### src/isoa_pkg.sv
// Shared constants for the two-wire shift-data and own-address block.
package isoa_pkg;

	// Register port geometry.
	localparam int          REG_ADDR_W = 16;               // Address width.
	localparam int          REG_DATA_W = 8;                // Data width.

	// Register offsets on the plain register port.
	localparam logic [15:0] OFS_SHIFT_DATA = 16'hFFA5;     // Byte shifter.
	localparam logic [15:0] OFS_OWN_ADDR   = 16'hFFA6;     // Own address.
	localparam logic [15:0] OFS_CONTROL    = 16'hFFA7;     // Control bits.
	localparam logic [15:0] OFS_IRQ_STATUS = 16'hFFA8;     // Sticky events.
	localparam logic [15:0] OFS_IRQ_MASK   = 16'hFFA9;     // Event mask.
	localparam logic [15:0] OFS_FLAGS      = 16'hFFAA;     // Live flags.

	// Reset values.
	localparam logic [7:0]  RST_SHIFT_DATA = 8'h00;        // Shifter.
	localparam logic [7:0]  RST_OWN_ADDR   = 8'h00;        // Own address.
	localparam logic [7:0]  RST_IRQ_MASK   = 8'h00;        // Mask.
	localparam logic [7:0]  RST_IRQ_STATUS = 8'h00;        // Status.

	// Control register fields.
	localparam int          CTL_WAIT_CANCEL_BIT = 0;       // Write one.

	// Interrupt status and mask fields.
	localparam int          IRQ_BYTE_DONE = 0;             // Wait entered.
	localparam int          IRQ_START     = 1;             // Start seen.
	localparam int          IRQ_STOP      = 2;             // Stop seen.
	localparam int          IRQ_MATCH     = 3;             // Address hit.

	// Live flag register fields.
	localparam int          FLG_START_DETECTED  = 0;       // Start flag.
	localparam int          FLG_ADDRESS_MATCH   = 1;       // Match flag.
	localparam int          FLG_TRANSMIT_STATE  = 2;       // Sending.
	localparam int          FLG_WAIT            = 3;       // Clock held.

	// Bits per byte on the link.
	localparam logic [3:0]  BITS_PER_BYTE = 4'h8;          // Byte length.

	// Byte engine states, one-hot.
	typedef enum logic [3:0] {
		ST_IDLE  = 4'h1,                                   // Not addressed.
		ST_SHIFT = 4'h2,                                   // Moving bits.
		ST_ACK   = 4'h4,                                   // Ninth clock.
		ST_WAIT  = 4'h8                                    // Clock held low.
	} isoa_state_t;

endpackage
### src/isoa_core.sv
// Two-wire slave byte engine with shift-data and own-address registers.
// Operation
// (RULE_01) One register shifts bytes out and in.
// (RULE_02) Writing during wait releases clock, starts shifting.
// (RULE_03) Reset clears the shift register.
// (RULE_04) Software never writes during a byte transfer.
// (RULE_05) Software accesses shift data only while waiting.
// (RULE_06) Master may write once after start trigger.
// (RULE_07) Reserved transfer writes after stop interrupt.
// (RULE_08) Own address holds seven bits, MSB first.
// (RULE_09) Own address bit zero always reads zero.
// (RULE_10) Own address unchanged while start detected; not enforced, a write to OFS_OWN_ADDR lands even while std_reg is set.
// (RULE_11) Reset clears the own address register.
// (RULE_12) Match flag sets at eighth clock rise.
// (RULE_13) Transmit waits released by data write only.
// (RULE_14) Wait state holds the clock line low.
`timescale 1ns/100ps
module isoa_core
	import isoa_pkg::*;
(
	input  wire logic                  sys_clk_i,   // System clock.
	input  wire logic                  rst_n_i,     // Async reset, low.
	input  wire logic [REG_ADDR_W-1:0] reg_addr_i,  // Register address.
	input  wire logic [REG_DATA_W-1:0] reg_wdata_i, // Write data.
	input  wire logic                  reg_wr_i,    // Write strobe.
	input  wire logic                  reg_rd_i,    // Read strobe.
	output logic      [REG_DATA_W-1:0] reg_rdata_o, // Read data.
	input  wire logic                  scl_i,       // Clock pin in.
	output logic                       scl_o,       // Clock pin out.
	output logic                       scl_oe_o,    // Clock pin enable.
	input  wire logic                  sda_i,       // Data pin in.
	output logic                       sda_o,       // Data pin out.
	output logic                       sda_oe_o,    // Data pin enable.
	output logic                       irq_o        // Interrupt level.
);
	// Address compare shared by every register decode.
	function automatic logic is_reg(input logic [REG_ADDR_W-1:0] a,
		input logic [REG_ADDR_W-1:0] ofs);
		is_reg = (a == ofs);
	endfunction

	// Synchronised link view.
	logic scl_lvl;       // Clock level.
	logic sda_lvl;       // Data level.
	logic scl_rise;      // Clock rise pulse.
	logic scl_fall;      // Clock fall pulse.
	logic bus_start;     // Start pulse.
	logic bus_stop;      // Stop pulse.

	// Byte engine state.
	isoa_state_t state_reg;        // Current state.
	isoa_state_t state_next;       // Next state.
	logic [7:0]  shift_reg;        // Byte shifter.
	logic [7:0]  shift_next;       // Next shifter.
	logic [3:0]  cnt_reg;          // Bits moved in this byte.
	logic [3:0]  cnt_next;         // Next bit count.
	logic        sda_low_reg;      // Pull data low.
	logic        sda_low_next;     // Next pull.
	logic        addr_phase_reg;   // First byte after start.
	logic        addr_phase_next;  // Next phase.
	logic        xmit_reg;         // Transmit state flag.
	logic        xmit_next;        // Next transmit flag.
	logic        match_reg;        // Address match flag.
	logic        match_next;       // Next match flag.
	logic        std_reg;          // Start detected flag.
	logic        std_next;         // Next start flag.
	logic [7:0]  ev_vec;           // Event pulses this cycle.

	// Register file state.
	logic [7:1]  own_addr_reg;     // Seven address bits.
	logic [7:1]  own_addr_next;    // Next address.
	logic [7:0]  irq_mask_reg;     // Interrupt mask.
	logic [7:0]  irq_mask_next;    // Next mask.
	logic [7:0]  irq_status_reg;   // Sticky events.
	logic [7:0]  irq_status_next;  // Next events.
	logic [7:0]  rdata_reg;        // Read data.
	logic [7:0]  rdata_next;       // Next read data.

	// Decoded accesses.
	logic        sw_write;         // Shift data written.
	logic        cancel_wr;        // Wait cancel bit written.
	logic [7:0]  rx_byte;          // Shifter after this bit.
	logic [7:0]  flags;            // Live flag view.

	isoa_pin_sync u_sync (
		.sys_clk_i  (sys_clk_i),
		.rst_n_i    (rst_n_i),
		.scl_i      (scl_i),
		.sda_i      (sda_i),
		.scl_lvl_o  (scl_lvl),
		.sda_lvl_o  (sda_lvl),
		.scl_rise_o (scl_rise),
		.scl_fall_o (scl_fall),
		.start_o    (bus_start),
		.stop_o     (bus_stop)
	);

	assign sw_write  = reg_wr_i & is_reg(reg_addr_i, OFS_SHIFT_DATA);
	assign cancel_wr = reg_wr_i & is_reg(reg_addr_i, OFS_CONTROL) &
		reg_wdata_i[CTL_WAIT_CANCEL_BIT];
	assign rx_byte   = {shift_reg[6:0], sda_lvl};

	// Next-state logic of the byte engine. A stop or start overrides any
	// byte in flight, since the master owns the framing.
	always_comb begin
		state_next      = state_reg;
		shift_next      = shift_reg;
		cnt_next        = cnt_reg;
		sda_low_next    = sda_low_reg;
		addr_phase_next = addr_phase_reg;
		xmit_next       = xmit_reg;
		match_next      = match_reg;
		std_next        = std_reg;
		ev_vec          = 8'h00;
		if (bus_stop) begin
			// Stop ends everything and frees both lines.
			state_next   = ST_IDLE;
			sda_low_next = 1'b0;
			xmit_next    = 1'b0;
			match_next   = 1'b0;
			std_next     = 1'b0;
			ev_vec[IRQ_STOP] = 1'b1;
		end else if (bus_start) begin
			// Start (or restart) opens an address byte.
			state_next      = ST_SHIFT;
			cnt_next        = 4'h0;
			addr_phase_next = 1'b1;
			sda_low_next    = 1'b0;
			xmit_next       = 1'b0;
			match_next      = 1'b0;
			std_next        = 1'b1;
			ev_vec[IRQ_START] = 1'b1;
		end else begin
			unique case (state_reg)
				ST_IDLE: begin
					// Preloading while the bus is quiet is harmless.
					if (sw_write) begin
						shift_next = reg_wdata_i;
					end
				end
				ST_SHIFT: begin
					if (scl_rise && cnt_reg < BITS_PER_BYTE) begin
						// Both directions sample the line, so a sent byte
						// reads back as what the bus really carried.
						shift_next = rx_byte; // RULE_01
						cnt_next   = cnt_reg + 4'h1;
						if (addr_phase_reg &&
							cnt_reg == BITS_PER_BYTE - 4'h1) begin
							if (rx_byte[7:1] == own_addr_reg) begin
								match_next = 1'b1; // RULE_12
								xmit_next  = rx_byte[0];
								ev_vec[IRQ_MATCH] = 1'b1;
							end else begin
								// Not us: drop out until the next start.
								state_next = ST_IDLE;
							end
						end
					end else if (scl_fall && cnt_reg < BITS_PER_BYTE) begin
						// Next bit goes out while the clock is low.
						sda_low_next = xmit_reg & ~addr_phase_reg &
							~shift_reg[7]; // RULE_01
					end else if (scl_fall) begin
						// Acknowledge our address and every received byte.
						state_next   = ST_ACK;
						sda_low_next = addr_phase_reg | ~xmit_reg;
					end
				end
				ST_ACK: begin
					if (scl_rise && xmit_reg && !addr_phase_reg &&
						sda_lvl) begin
						// Master refused more data: leave the bus alone.
						state_next = ST_IDLE;
						xmit_next  = 1'b0;
					end else if (scl_fall) begin
						state_next      = ST_WAIT; // RULE_14
						sda_low_next    = 1'b0;
						addr_phase_next = 1'b0;
						ev_vec[IRQ_BYTE_DONE] = 1'b1;
					end
				end
				ST_WAIT: begin
					if (sw_write) begin
						// New byte ends the wait and starts shifting.
						state_next   = ST_SHIFT; // RULE_02
						shift_next   = reg_wdata_i;
						cnt_next     = 4'h0;
						sda_low_next = xmit_reg & ~reg_wdata_i[7];
					end else if (cancel_wr && !xmit_reg) begin
						// Receive side may resume without new data.
						state_next = ST_SHIFT;
						cnt_next   = 4'h0;
					end
				end
			endcase
		end
	end

	// Byte engine registers.
	always_ff @(posedge sys_clk_i or negedge rst_n_i) begin
		if (!rst_n_i) begin
			state_reg      <= ST_IDLE;
			shift_reg      <= RST_SHIFT_DATA; // RULE_03
			cnt_reg        <= 4'h0;
			sda_low_reg    <= 1'b0;
			addr_phase_reg <= 1'b0;
			xmit_reg       <= 1'b0;
			match_reg      <= 1'b0;
			std_reg        <= 1'b0;
		end else begin
			state_reg      <= state_next;
			shift_reg      <= shift_next;
			cnt_reg        <= cnt_next;
			sda_low_reg    <= sda_low_next;
			addr_phase_reg <= addr_phase_next;
			xmit_reg       <= xmit_next;
			match_reg      <= match_next;
			std_reg        <= std_next;
		end
	end

	assign flags = {4'h0, state_reg == ST_WAIT, xmit_reg, match_reg,
		std_reg};

	// Register file next values. A status read clears the events it
	// returned, but an event in the same cycle still lands.
	always_comb begin
		own_addr_next   = own_addr_reg;
		irq_mask_next   = irq_mask_reg;
		irq_status_next = (reg_rd_i && is_reg(reg_addr_i, OFS_IRQ_STATUS)) ?
			RST_IRQ_STATUS : irq_status_reg;
		irq_status_next = irq_status_next | ev_vec;
		rdata_next      = 8'h00;
		if (reg_wr_i && is_reg(reg_addr_i, OFS_OWN_ADDR)) begin
			// Bit zero has no storage.
			own_addr_next = reg_wdata_i[7:1]; // RULE_08
		end
		if (reg_wr_i && is_reg(reg_addr_i, OFS_IRQ_MASK)) begin
			irq_mask_next = reg_wdata_i;
		end
		if (reg_rd_i) begin
			// Unmapped addresses read as zero.
			if (is_reg(reg_addr_i, OFS_SHIFT_DATA)) begin
				rdata_next = shift_reg;
			end else if (is_reg(reg_addr_i, OFS_OWN_ADDR)) begin
				rdata_next = {own_addr_reg, 1'b0}; // RULE_09
			end else if (is_reg(reg_addr_i, OFS_IRQ_STATUS)) begin
				rdata_next = irq_status_reg;
			end else if (is_reg(reg_addr_i, OFS_IRQ_MASK)) begin
				rdata_next = irq_mask_reg;
			end else if (is_reg(reg_addr_i, OFS_FLAGS)) begin
				rdata_next = flags;
			end
		end
	end

	// Register file registers.
	always_ff @(posedge sys_clk_i or negedge rst_n_i) begin
		if (!rst_n_i) begin
			own_addr_reg   <= RST_OWN_ADDR[7:1]; // RULE_11
			irq_mask_reg   <= RST_IRQ_MASK;
			irq_status_reg <= RST_IRQ_STATUS;
			rdata_reg      <= 8'h00;
		end else begin
			own_addr_reg   <= own_addr_next;
			irq_mask_reg   <= irq_mask_next;
			irq_status_reg <= irq_status_next;
			rdata_reg      <= rdata_next;
		end
	end

	// Open-drain pins: only ever pull low.
	assign scl_o       = 1'b0;
	assign sda_o       = 1'b0;
	assign scl_oe_o    = (state_reg == ST_WAIT); // RULE_14
	assign sda_oe_o    = sda_low_reg;
	assign reg_rdata_o = rdata_reg;
	assign irq_o       = |(irq_status_reg & irq_mask_reg);

	// Checks on the design's own behaviour.
	logic quiet;   // No bus condition this cycle.
	assign quiet = ~bus_start & ~bus_stop;
endmodule

### src/isoa_pin_sync.sv
// Pin synchroniser and bus condition detector for the two-wire link.
`timescale 1ns/100ps
module isoa_pin_sync (
	input  wire logic sys_clk_i,   // System clock.
	input  wire logic rst_n_i,     // Asynchronous reset, active low.
	input  wire logic scl_i,       // Raw serial clock pin.
	input  wire logic sda_i,       // Raw serial data pin.
	output logic      scl_lvl_o,   // Synchronised clock level.
	output logic      sda_lvl_o,   // Synchronised data level.
	output logic      scl_rise_o,  // Clock rising edge pulse.
	output logic      scl_fall_o,  // Clock falling edge pulse.
	output logic      start_o,     // Start condition pulse.
	output logic      stop_o       // Stop condition pulse.
);
	// Three stages per pin: two to settle, one to find edges.
	logic [2:0] scl_reg;           // Clock pipeline.
	logic [2:0] scl_next;          // Next clock pipeline.
	logic [2:0] sda_reg;           // Data pipeline.
	logic [2:0] sda_next;          // Next data pipeline.

	// Shift the pins in; stage 0 is only read by stage 1.
	always_comb begin
		scl_next = {scl_reg[1:0], scl_i};
		sda_next = {sda_reg[1:0], sda_i};
	end

	// Idle bus is high, so the pipelines reset high to avoid false edges.
	always_ff @(posedge sys_clk_i or negedge rst_n_i) begin
		if (!rst_n_i) begin
			scl_reg <= 3'h7;
			sda_reg <= 3'h7;
		end else begin
			scl_reg <= scl_next;
			sda_reg <= sda_next;
		end
	end

	// Edges compare the settled stage with the one after it.
	assign scl_lvl_o  = scl_reg[1];
	assign sda_lvl_o  = sda_reg[1];
	assign scl_rise_o = scl_reg[1] & ~scl_reg[2];
	assign scl_fall_o = ~scl_reg[1] & scl_reg[2];
	// Data moving while the clock stays high marks a bus condition.
	assign start_o = scl_reg[1] & scl_reg[2] & ~sda_reg[1] & sda_reg[2];
	assign stop_o  = scl_reg[1] & scl_reg[2] & sda_reg[1] & ~sda_reg[2];

endmodule

### config.mk
export PLATFORM = sky130hd
export DESIGN_NAME = isoa_core
export DESIGN_NICKNAME = d
export VERILOG_FILES = /design/src/isoa_pkg.sv /design/src/isoa_core.sv /design/src/isoa_pin_sync.sv
export SDC_FILE = /design/constraint.sdc
export NUM_CORES = 1
export LEC_CHECK = 0
export BUFFER_PORTS_ARGS = -buffer_cell sky130_fd_sc_hd__buf_2
export CORE_MARGIN = 1
export CORE_UTILIZATION = 40
export CTS_CLUSTER_DIAMETER = 100
export DETAILED_ROUTE_END_ITERATION = 10
export PLACE_DENSITY = 0.63
export SLEW_MARGIN = 25
export SYNTH_ARGS = -nofsm -noshare
export SYNTH_HDL_FRONTEND = slang
export SYNTH_SLANG_ARGS = --single-unit
### constraint.sdc
create_clock -name sys_clk_i -period 5.1 [get_ports sys_clk_i]
set_input_delay 0.765 -clock sys_clk_i [delete_from_list [all_inputs] [get_ports sys_clk_i]]
set_output_delay 0.765 -clock sys_clk_i [all_outputs]
set_load 0.005 [all_outputs]
Word level (Yosys, flattened, before mapping)

Index checks and enable logic that the tools add are counted.

$add $sub $neg: 1
Bitwise gates (word level): 26
Equality and inequality tests: 32
Mux-type cells: 66
Reductions and logical operators: 32
$lt $le $gt $ge: 1

Operator list:

| kind                                                | count |
|---|---|
| equality test 16 bit, second input constant         | 6 |
| 2-to-1 mux 4 bit                                    | 16 |
| 2-to-1 mux 8 bit                                    | 8 |
| 2-to-1 mux 1 bit                                    | 36 |
| != test 5 bit, second input constant                | 6 |
| != test 4 bit, second input constant                | 7 |
| case mux 8 bit (2 select lines)                     | 1 |
| nonzero test 3 bit                                  | 5 |
| bitwise AND 1 bit                                   | 13 |
| case mux 4 bit (3 select lines)                     | 1 |
| AND reduction 4 bit                                 | 3 |
| logical AND 1 bit                                   | 10 |
| NOT 1 bit                                           | 10 |
| AND reduction 5 bit                                 | 2 |
| bitwise AND 8 bit                                   | 1 |
| equality test 4 x 3 -> 1 bit, second input constant | 2 |
| != test 4 x 1 -> 1 bit, second input constant       | 2 |
| OR 8 x 4 -> 8 bit                                   | 1 |
| case mux 4 bit (2 select lines)                     | 1 |
| nonzero test 2 bit                                  | 4 |
| OR reduction 8 bit                                  | 1 |
| equality test 7 bit                                 | 1 |
| AND reduction 7 bit                                 | 1 |
| AND reduction 6 bit                                 | 1 |
| other kinds (17)                                    | 19 |

Output and inout port bits: 13
Register bits after elaboration: 58
Logic and storage cells: 172

Longest topological paths before layout

Gate-level depths: netlist of the first run.

Depth after elaboration: 10
Mapped depth: 7
Depth with buffers taken out: 6

By module

A second synthesis of the first run with hierarchy kept.

Cells, all modules: 273
Area, all modules: 2962.8 um^2

Modules (own cells, without submodules):

| module        | instances | cells an instance | area an instance (um^2) |
|---|---|---|---|
| isoa_core     | 1         | 263               | 2772.7 |
| isoa_pin_sync | 1         | 10                | 190.2 |

Worst setup path after synthesis of the first run

OpenSTA, ideal clock, no wires.

Kind: input to register
Start point: input port reg_addr_i[6]
End point: register shift_reg[1]
Data required time: 4.975 ns
Slack: 2.763 ns
Stages on the path: 6
Setup time: 0.125 ns
Buffers on the path: 1
Arrival time: 2.212 ns
Path through: and4bb_2 and4_2 clkbuf_1 nand4_2 a21oi_4 mux2_2

Word-level cells in the longest chain between the ends: 4

Ends and longest elaborated chain:

| item                             | line             | RTL |
|---|---|---|
| from (decl)                      | isoa_core.sv:23  | `input wire logic [REG_ADDR_W-1:0] reg_addr_i,` |
| equality test 16 bit             | isoa_core.sv:39  | `is_reg = (a == ofs);` |
| bitwise AND 1 bit                | isoa_core.sv:98  | `assign sw_write = reg_wr_i & is_reg(reg_addr_i, OFS_SHIFT_DATA);` |
| != test 2 x 1 -> 1 bit (no line) | -                |  |
| AND reduction 5 bit (no line)    | -                |  |
| to (signal assigned)             | isoa_core.sv:211 | `shift_reg <= shift_next;` |
| to (decl)                        | isoa_core.sv:53  | `logic [7:0] shift_reg;` |

No other way between the ends.
A chain may end at the register's enable or synchronous reset.

Worst setup path after layout of the first run

Start point: register state_reg[1]
End point: output port scl_oe_o

Word-level cells in the longest chain between the ends: 1

Ends and longest elaborated chain:

| item                   | line             | RTL |
|---|---|---|
| from (decl)            | isoa_core.sv:51  | `isoa_state_t state_reg;` |
| from (signal assigned) | isoa_core.sv:210 | `state_reg <= state_next;` |
| equality test 4 bit    | isoa_core.sv:274 | `assign scl_oe_o = (state_reg == ST_WAIT);` |
| to (decl)              | isoa_core.sv:30  | `output logic scl_oe_o,` |

No other way between the ends.

==> results of run 1 <==
kinds of logic (layout without fill, tap and decap cells):
group / after synthesis / after routing / synth area share, %
AO/OA/AOI/OAI: 49 / 49 / 13.02
XOR/XNOR: 9 / 9 / 2.878
adder cells (fa/ha/maj): 1 / 1 / 0.4568
buffers and inverters: 15 / 55 / 2.923
flip-flops: 54 / 54 / 49.66
multiplexers: 35 / 35 / 14.12
other: 1 / 2 / 0.1369
AND/OR/NAND/NOR: 74 / 74 / 16.81
stage by stage:
step           worst slack (ns)  utilization (%)  power [mW]
2_1_floorplan             2.763                -      0.6951
3_3_place_gp              2.665            46.02      0.7646
3_5_place_dp              2.639            46.02      0.7687
4_1_cts                   2.552            48.22       1.118
5_1_grt                   2.521            48.22       1.161
6_report                  2.546            48.22       1.107
layout make-up:
| cell class | instances | area [um^2] | share of cell area [%] |
|---|---|---|---|
| well taps | 77 | 96.34 | 3.076 |
| inverters | 6 | 22.52 | 0.7191 |
| repair buffers | 41 | 207.7 | 6.632 |
| multi-input cells | 170 | 1303 | 41.59 |
| clock inverters | 2 | 60.06 | 1.918 |
| flip-flops and latches | 54 | 1360 | 43.43 |
| clock buffers | 6 | 82.58 | 2.637 |
critical path, cell delays in order (launching register included):
cell and delay (ns):
dfrtp_1 0.44, or4b_1 0.70, inv_1 0.20, buf_2 0.14
placed cells by master (no fill, tap or decap), drive strengths merged, types with 2 or more instances in the layout:
cell / n
a211oi: 4
a21o: 2
a21oi: 9
a222oi: 6
a22oi: 4
and4: 5
and4b: 2
buf: 41
bufinv: 2
clkbuf: 6
conb: 2
dfrtp: 47
dfstp: 7
inv: 6
mux2: 29
mux2i: 6
nand2: 16
nand2b: 6
nand3: 4
nand4: 2
nor2: 8
nor2b: 12
nor3: 5
o21ai: 9
o22ai: 3
o2bb2ai: 3
or3b: 2
or4b: 3
xnor2: 2
xor2: 7
routing by layer:
layer	wire, um	up-vias	GRT usage, %	part of all wire (%)
met1	2888	951	23.86	48
met2	2770	60	27.42	46
met5	0	-	0	0
met3	273	6	3.540	4.5
met4	78	0	5.701	1.3
li1	-	963	-	-
power breakdown:
part           internal [mW]  switching (mW)
Sequential             0.479          0.0483
Combinational          0.119           0.114
Clock                  0.209           0.138
path summary, 6_finish.rpt:
kind	from	to	cells past startpoint
setup reg to reg	state_reg[0]	shift_reg[2]	5
max in group asynchronous	rst_n_i	shift_reg[0]	2
min in group asynchronous	rst_n_i	cnt_reg[3]	2
hold / removal	u_sync.scl_reg[0]	u_sync.scl_reg[1]	0
hold reg to reg	u_sync.scl_reg[0]	u_sync.scl_reg[1]	0
setup / recovery	state_reg[1]	scl_oe_o	3
==> results by group, run 1 <==
Setup path
  • Critical Path End Type: output port
  • Kind of critical path: reg -> out
  • R2R Setup Slk: 2.74 ns
  • Crit path max fanout: 6
  • Data required time of the worst path: 4.34 ns
  • Crit start category: flip-flop
  • Arr. time, crit path: 1.79 ns

Timing
  • Slew Limit Fails: 0
  • Unrepaired setup endpoints after global routing: no
  • Hold Fails Final Rpt: 0
  • Final setup vio count: 0
  • Fin Setup TNS: 0 ns
  • Fin crit period: 2.554 ns
  • Clock Skew: 0.01912 ns
  • Final Cycle Share: 50.09%
  • Fmax: 391.5 MHz
  • Rel. slew slack: 45.94%
  • Hold slack final: 0.3601 ns
  • Worst-Margin Slew: 0.8065 ns

Final layout
  • # diodes: 0
  • Fill cell count: 600
  • # nets final: 309
  • Share of cells above drive strength 1: 34.41%
  • Non-filler instance count after layout: 356
  • Finished Cell Area: 3132 um^2
  • P&R area growth vs syn: 14.34%

CTS
  • Number of H-tree levels: 2
  • Worst-path clk slew: 0.11 ns
  • Clock Latency Late Sink: 0.31 ns
  • CTS tree: yes
  • Sink Count: 54
  • Hold Buf Count CTS: 0
  • Clock root cell: clkbuf_8
  • Inserted Clock Buffers: 5
  • Setup bufs post-CTS: 0
  • Post-CTS sizing: 0
  • Clock tree buffer depth: 2

Status
  • Failing checks: DRC
  • Status: complete, but fails checks

Yosys
  • Post-synth design cell area: 2739 um^2
  • Synth top area cells: dfrtp_1 (43%), mux2_2 (12%), dfstp_2 (6.7%), nor2b_1 (2.7%), xor2_1 (2.2%)
  • Post-synth top cells: dfrtp_1 (47), mux2_2 (29), nand2_1 (16)
  • Synth async-reset ratio: 100.0%
  • Sequential-to-total area share from yosys stat: 49.66%
  • Post-synth cell types: 55
  • Most frequent cell after synthesis: dfrtp_1
  • Top FF cell, synth: dfrtp_1
  • Synth Warn #: 0
  • Mapped Cells: 238
  • Share of the synthesized area in the top cell type: 42.94%
  • #FFs+latches synth: 54
  • EDFF count, synth: 0
  • Synth area leader: dfrtp_1
  • Avg Cell Area, Syn: 11.51 um^2

Floorplanning
  • Num rows: 29
  • Chip Width: 84.75 um
  • Num ports: 43
  • Die H: 84.75 um
  • Core box area: 6495 um^2
  • Starting density of the core: 42.17%
  • Die area: 7182 um^2

Pwr
  • Leak: 1.491 nW
  • Maximum vdd drop: 146.5 uV
  • Pwr Density: 353.3 nW/um^2

Routing
  • Post-route ant nets: 0
  • Routed wire per std cell: 16.88 um
  • DRT iter0 DRCs: 170
  • Via Count: 1980
  • TritonRoute pass-1 iters: 8
  • WL final: 6.011 mm
  • Residual DRC count: 6
  • Vias per inst: 5.562

Worst hold path
  • Hold Crit Class: reg -> reg

GRT
  • Vias in the first global route: 1913
  • GRT overflow: 0
  • Largest net degree at the start of global routing: 55
  • GRT Util Overall: 17.32%
  • Initial antenna violation count: 0
  • Global-route wire length before repair: 9.584 mm

Place
  • Area post-placement: 2989 um^2
  • Cell count after placement: 348
  • Gp weighted congestion: 0.8589
  • IO Port Bufs: 40
  • Post-DP HPWL: 4.319 mm

Run
  • MaxCap Viol Count: 0
Power figures use the tool's default switching activity.
==> run 2, diff against run 1 <==
==> constraint.sdc (replaced) <==
create_clock -name sys_clk_i -period 2.7 [get_ports sys_clk_i]
set_input_delay 0.405 -clock sys_clk_i [delete_from_list [all_inputs] [get_ports sys_clk_i]]
set_output_delay 0.405 -clock sys_clk_i [all_outputs]
set_load 0.005 [all_outputs]
==> run 2 against run 1 <==
  * The run still ends with DRC left
  * Critical path depth up 1
  * Largest cell class unchanged
  * Largest power group unchanged
  * Utilization down 0.39 points
  * Critical path type is now reg -> reg
  * Register-to-register slack got worse by 2.2 ns
  * Worst hold slack got worse by 0.17 ns
  * Clock skew decreased by 0.013 ns
  * Wire length rose by 0.52%
  * Global-route usage rose by 0.80 points
  * Sequential cell count stayed put
  * Sequential power is 90% higher
  * Combinational power rose by 97%
==> results by group, run 2 (synthesis gave the netlist of run 1 again) <==
Status
  • Status: complete, but fails checks
  • Failing checks: DRC

Worst hold path
  • Hold Crit Class: in -> reg

Pwr
  • Int Pwr: 1.421 mW (+76%)
  • Sequential share of power: 50.0% (+2.4 points)
  • Sw Pwr: 0.5805 mW (+94%)
  • Switching share of power: 29.00% (+1.9 points)
  • Clock network fraction of design power: 27.2% (-4.1 points)
  • Leak: 1.476 nW (-1.0%)
  • Gate power share: 22.9% (+1.9 points)
  • Pwr Density: 644.4 nW/um^2 (+82%)
  • Pwr Total: 2.002 mW (+81%)
  • Maximum vdd drop: 294.6 uV (+100%)

CTS
  • Sink Count: 54 (unchanged)
  • CTS tree: yes
  • Clock root cell: clkbuf_8
  • Setup bufs post-CTS: 0 (unchanged)
  • Post-CTS sizing: 0 (unchanged)
  • Worst-path clk slew: 0.09 ns (-0.02 ns)
  • Hold Buf Count CTS: 0 (unchanged)
  • Clock Latency Late Sink: 0.31 ns (about the same)
  • Number of H-tree levels: 2 (unchanged)
  • Inserted Clock Buffers: 5 (unchanged)
  • Clock tree buffer depth: 2 (unchanged)

Routing
  • Routed wire per std cell: 16.92 um (+0.23%)
  • Residual DRC count: 6 (unchanged)
  • DRT iter0 DRCs: 136 (-20%)
  • Post-route ant nets: 0 (unchanged)
  • Via Count: 1996 (+0.81%)
  • WL final: 6.042 mm (+0.52%)
  • TritonRoute pass-1 iters: 8 (unchanged)
  • Vias per inst: 5.591 (+0.53%)

Timing
  • Clock Skew: 0.006242 ns (-0.01287 ns)
  • Fin Setup TNS: 0 ns (unchanged)
  • Final Cycle Share: 81.45%
  • Fmax: 454.7 MHz
  • Worst-Margin Slew: 0.6866 ns (-0.1199 ns)
  • Rel. slew slack: 54.23% (+8.3 points)
  • Final setup vio count: 0 (unchanged)
  • Slew Limit Fails: 0 (unchanged)
  • Unrepaired setup endpoints after global routing: no
  • Fin crit period: 2.199 ns
  • Hold Fails Final Rpt: 0 (unchanged)

Setup path
  • Crit path cell chain: or3b_2, or2_2, a21oi_4, mux2_2
  • Arr. time, crit path: 2.40 ns (+0.61 ns)
  • Crit path max fanout: 8 (+2)
  • Buffers plus inverters on the worst setup path: 0 (-2)
  • Crit path max-delay cell type: dfstp_2
  • Critical Path End Type: flip-flop
  • Worst path top cell family by delay: simple AND/OR/NAND/NOR gates
  • Kind of critical path: reg -> reg
  • Crit start category: flip-flop
  • Worst path max stage delay: 0.58 ns (-0.12 ns)
  • Data required time of the worst path: 2.90 ns (-1.44 ns)

GRT
  • GRT Util Overall: 18.12% (+0.80 points)
  • Largest net degree at the start of global routing: 55 (unchanged)
  • Global-route wire length before repair: 9.956 mm (+3.9%)
  • Vias in the first global route: 1925 (+0.63%)
  • Initial antenna violation count: 0 (unchanged)
  • GRT overflow: 0 (unchanged)

Place
  • IO Port Bufs: 40 (unchanged)
  • Gp weighted congestion: 0.8552 (-0.43%)
  • Post-DP HPWL: 4.351 mm (+0.75%)

Floorplanning
  • Die area: 7182 um^2 (unchanged)
  • Core box area: 6495 um^2 (unchanged)
  • Starting density of the core: 42.17% (unchanged)
  • Die H: 84.75 um (unchanged)
  • Chip Width: 84.75 um (unchanged)
  • Num ports: 43 (unchanged)
  • Num rows: 29 (unchanged)

Final layout
  • # diodes: 0 (unchanged)
  • Most frequent cells in the layout: dfrtp_1 (47), buf_2 (40), mux2_2 (29)
  • Commonest non-fill, non-tap cell in the layout: dfrtp_1
  • # nets final: 310 (+0.32%)
  • P&R area growth vs syn: 13.43%
  • Reg area: 1360 um^2 (unchanged)
  • Share of cells above drive strength 1: 34.29% (-0.12 points)
  • Fill cell count: 614 (+2.3%)
  • Multi-input logic area: 1303 um^2 (unchanged)

Run
  • MaxCap Viol Count: 0 (unchanged)
==> run 2: cell types whose count changed in the layout (fill, tap and decap cells not counted), sizes merged <==
cell and change:
clkinvlp +1, bufinv -1, buf +1
==> run 2: power by group through the flow <==
stage	Combinational (mW)	Sequential, mW	Clock, mW
2_1_floorplan	0.326	0.987	0
3_3_place_gp	0.455	1.01	0
3_5_place_dp	0.458	1.01	0
4_1_cts	0.461	0.999	0.557
5_1_grt	0.510	1.01	0.591
6_report	0.458	1.00	0.544
==> run 2: layout make-up <==
cell class	count	share of cell area [%]
Sequential cell	54	43.78
Multi-Input combinational cell	170	41.93
Timing Repair Buffer	42	6.927
Tap cell	77	3.101
Clock buffer	6	2.336
Clock inverter	2	1.208
Inverter	6	0.7249
==> run 2: worst paths after layout <==
path / start / to / slack (ns) / cells after the start
setup / recovery: u_sync.scl_reg[1] / shift_reg[6] / 0.50 / 4
hold / removal: scl_i / u_sync.scl_reg[0] / 0.19 / 1
setup reg to reg: u_sync.scl_reg[1] / shift_reg[6] / 0.50 / 4
hold reg to reg: u_sync.sda_reg[0] / u_sync.sda_reg[1] / 0.36 / 0
max in group asynchronous: rst_n_i / irq_mask_reg[4] / 2.03 / 2
min in group asynchronous: rst_n_i / cnt_reg[3] / 0.22 / 2
==> run 2: metal layers <==
layer / GRT usage (%) / routed length (um)
met5: 0 / 0
met4: 7.242 / 142
met2: 27.27 / 2676
met1: 25.87 / 2954
met3: 3.343 / 270
==> run 2: through the flow <==
stage                     hold slack [ns]  utilization, %  worst slack, ns  cells  area (um^2)
final                              0.1864           47.83           0.5009    357         3107
after global routing               0.1688           47.83           0.3846    357         3107
after CTS                          0.1776           47.83           0.4861    357         3107
after detailed placement           0.3485           46.14           0.4960    349         2997
after global placement             0.3465           46.14           0.5380    349         2997
after floorplan                    0.1094               -           0.6332    239         2743
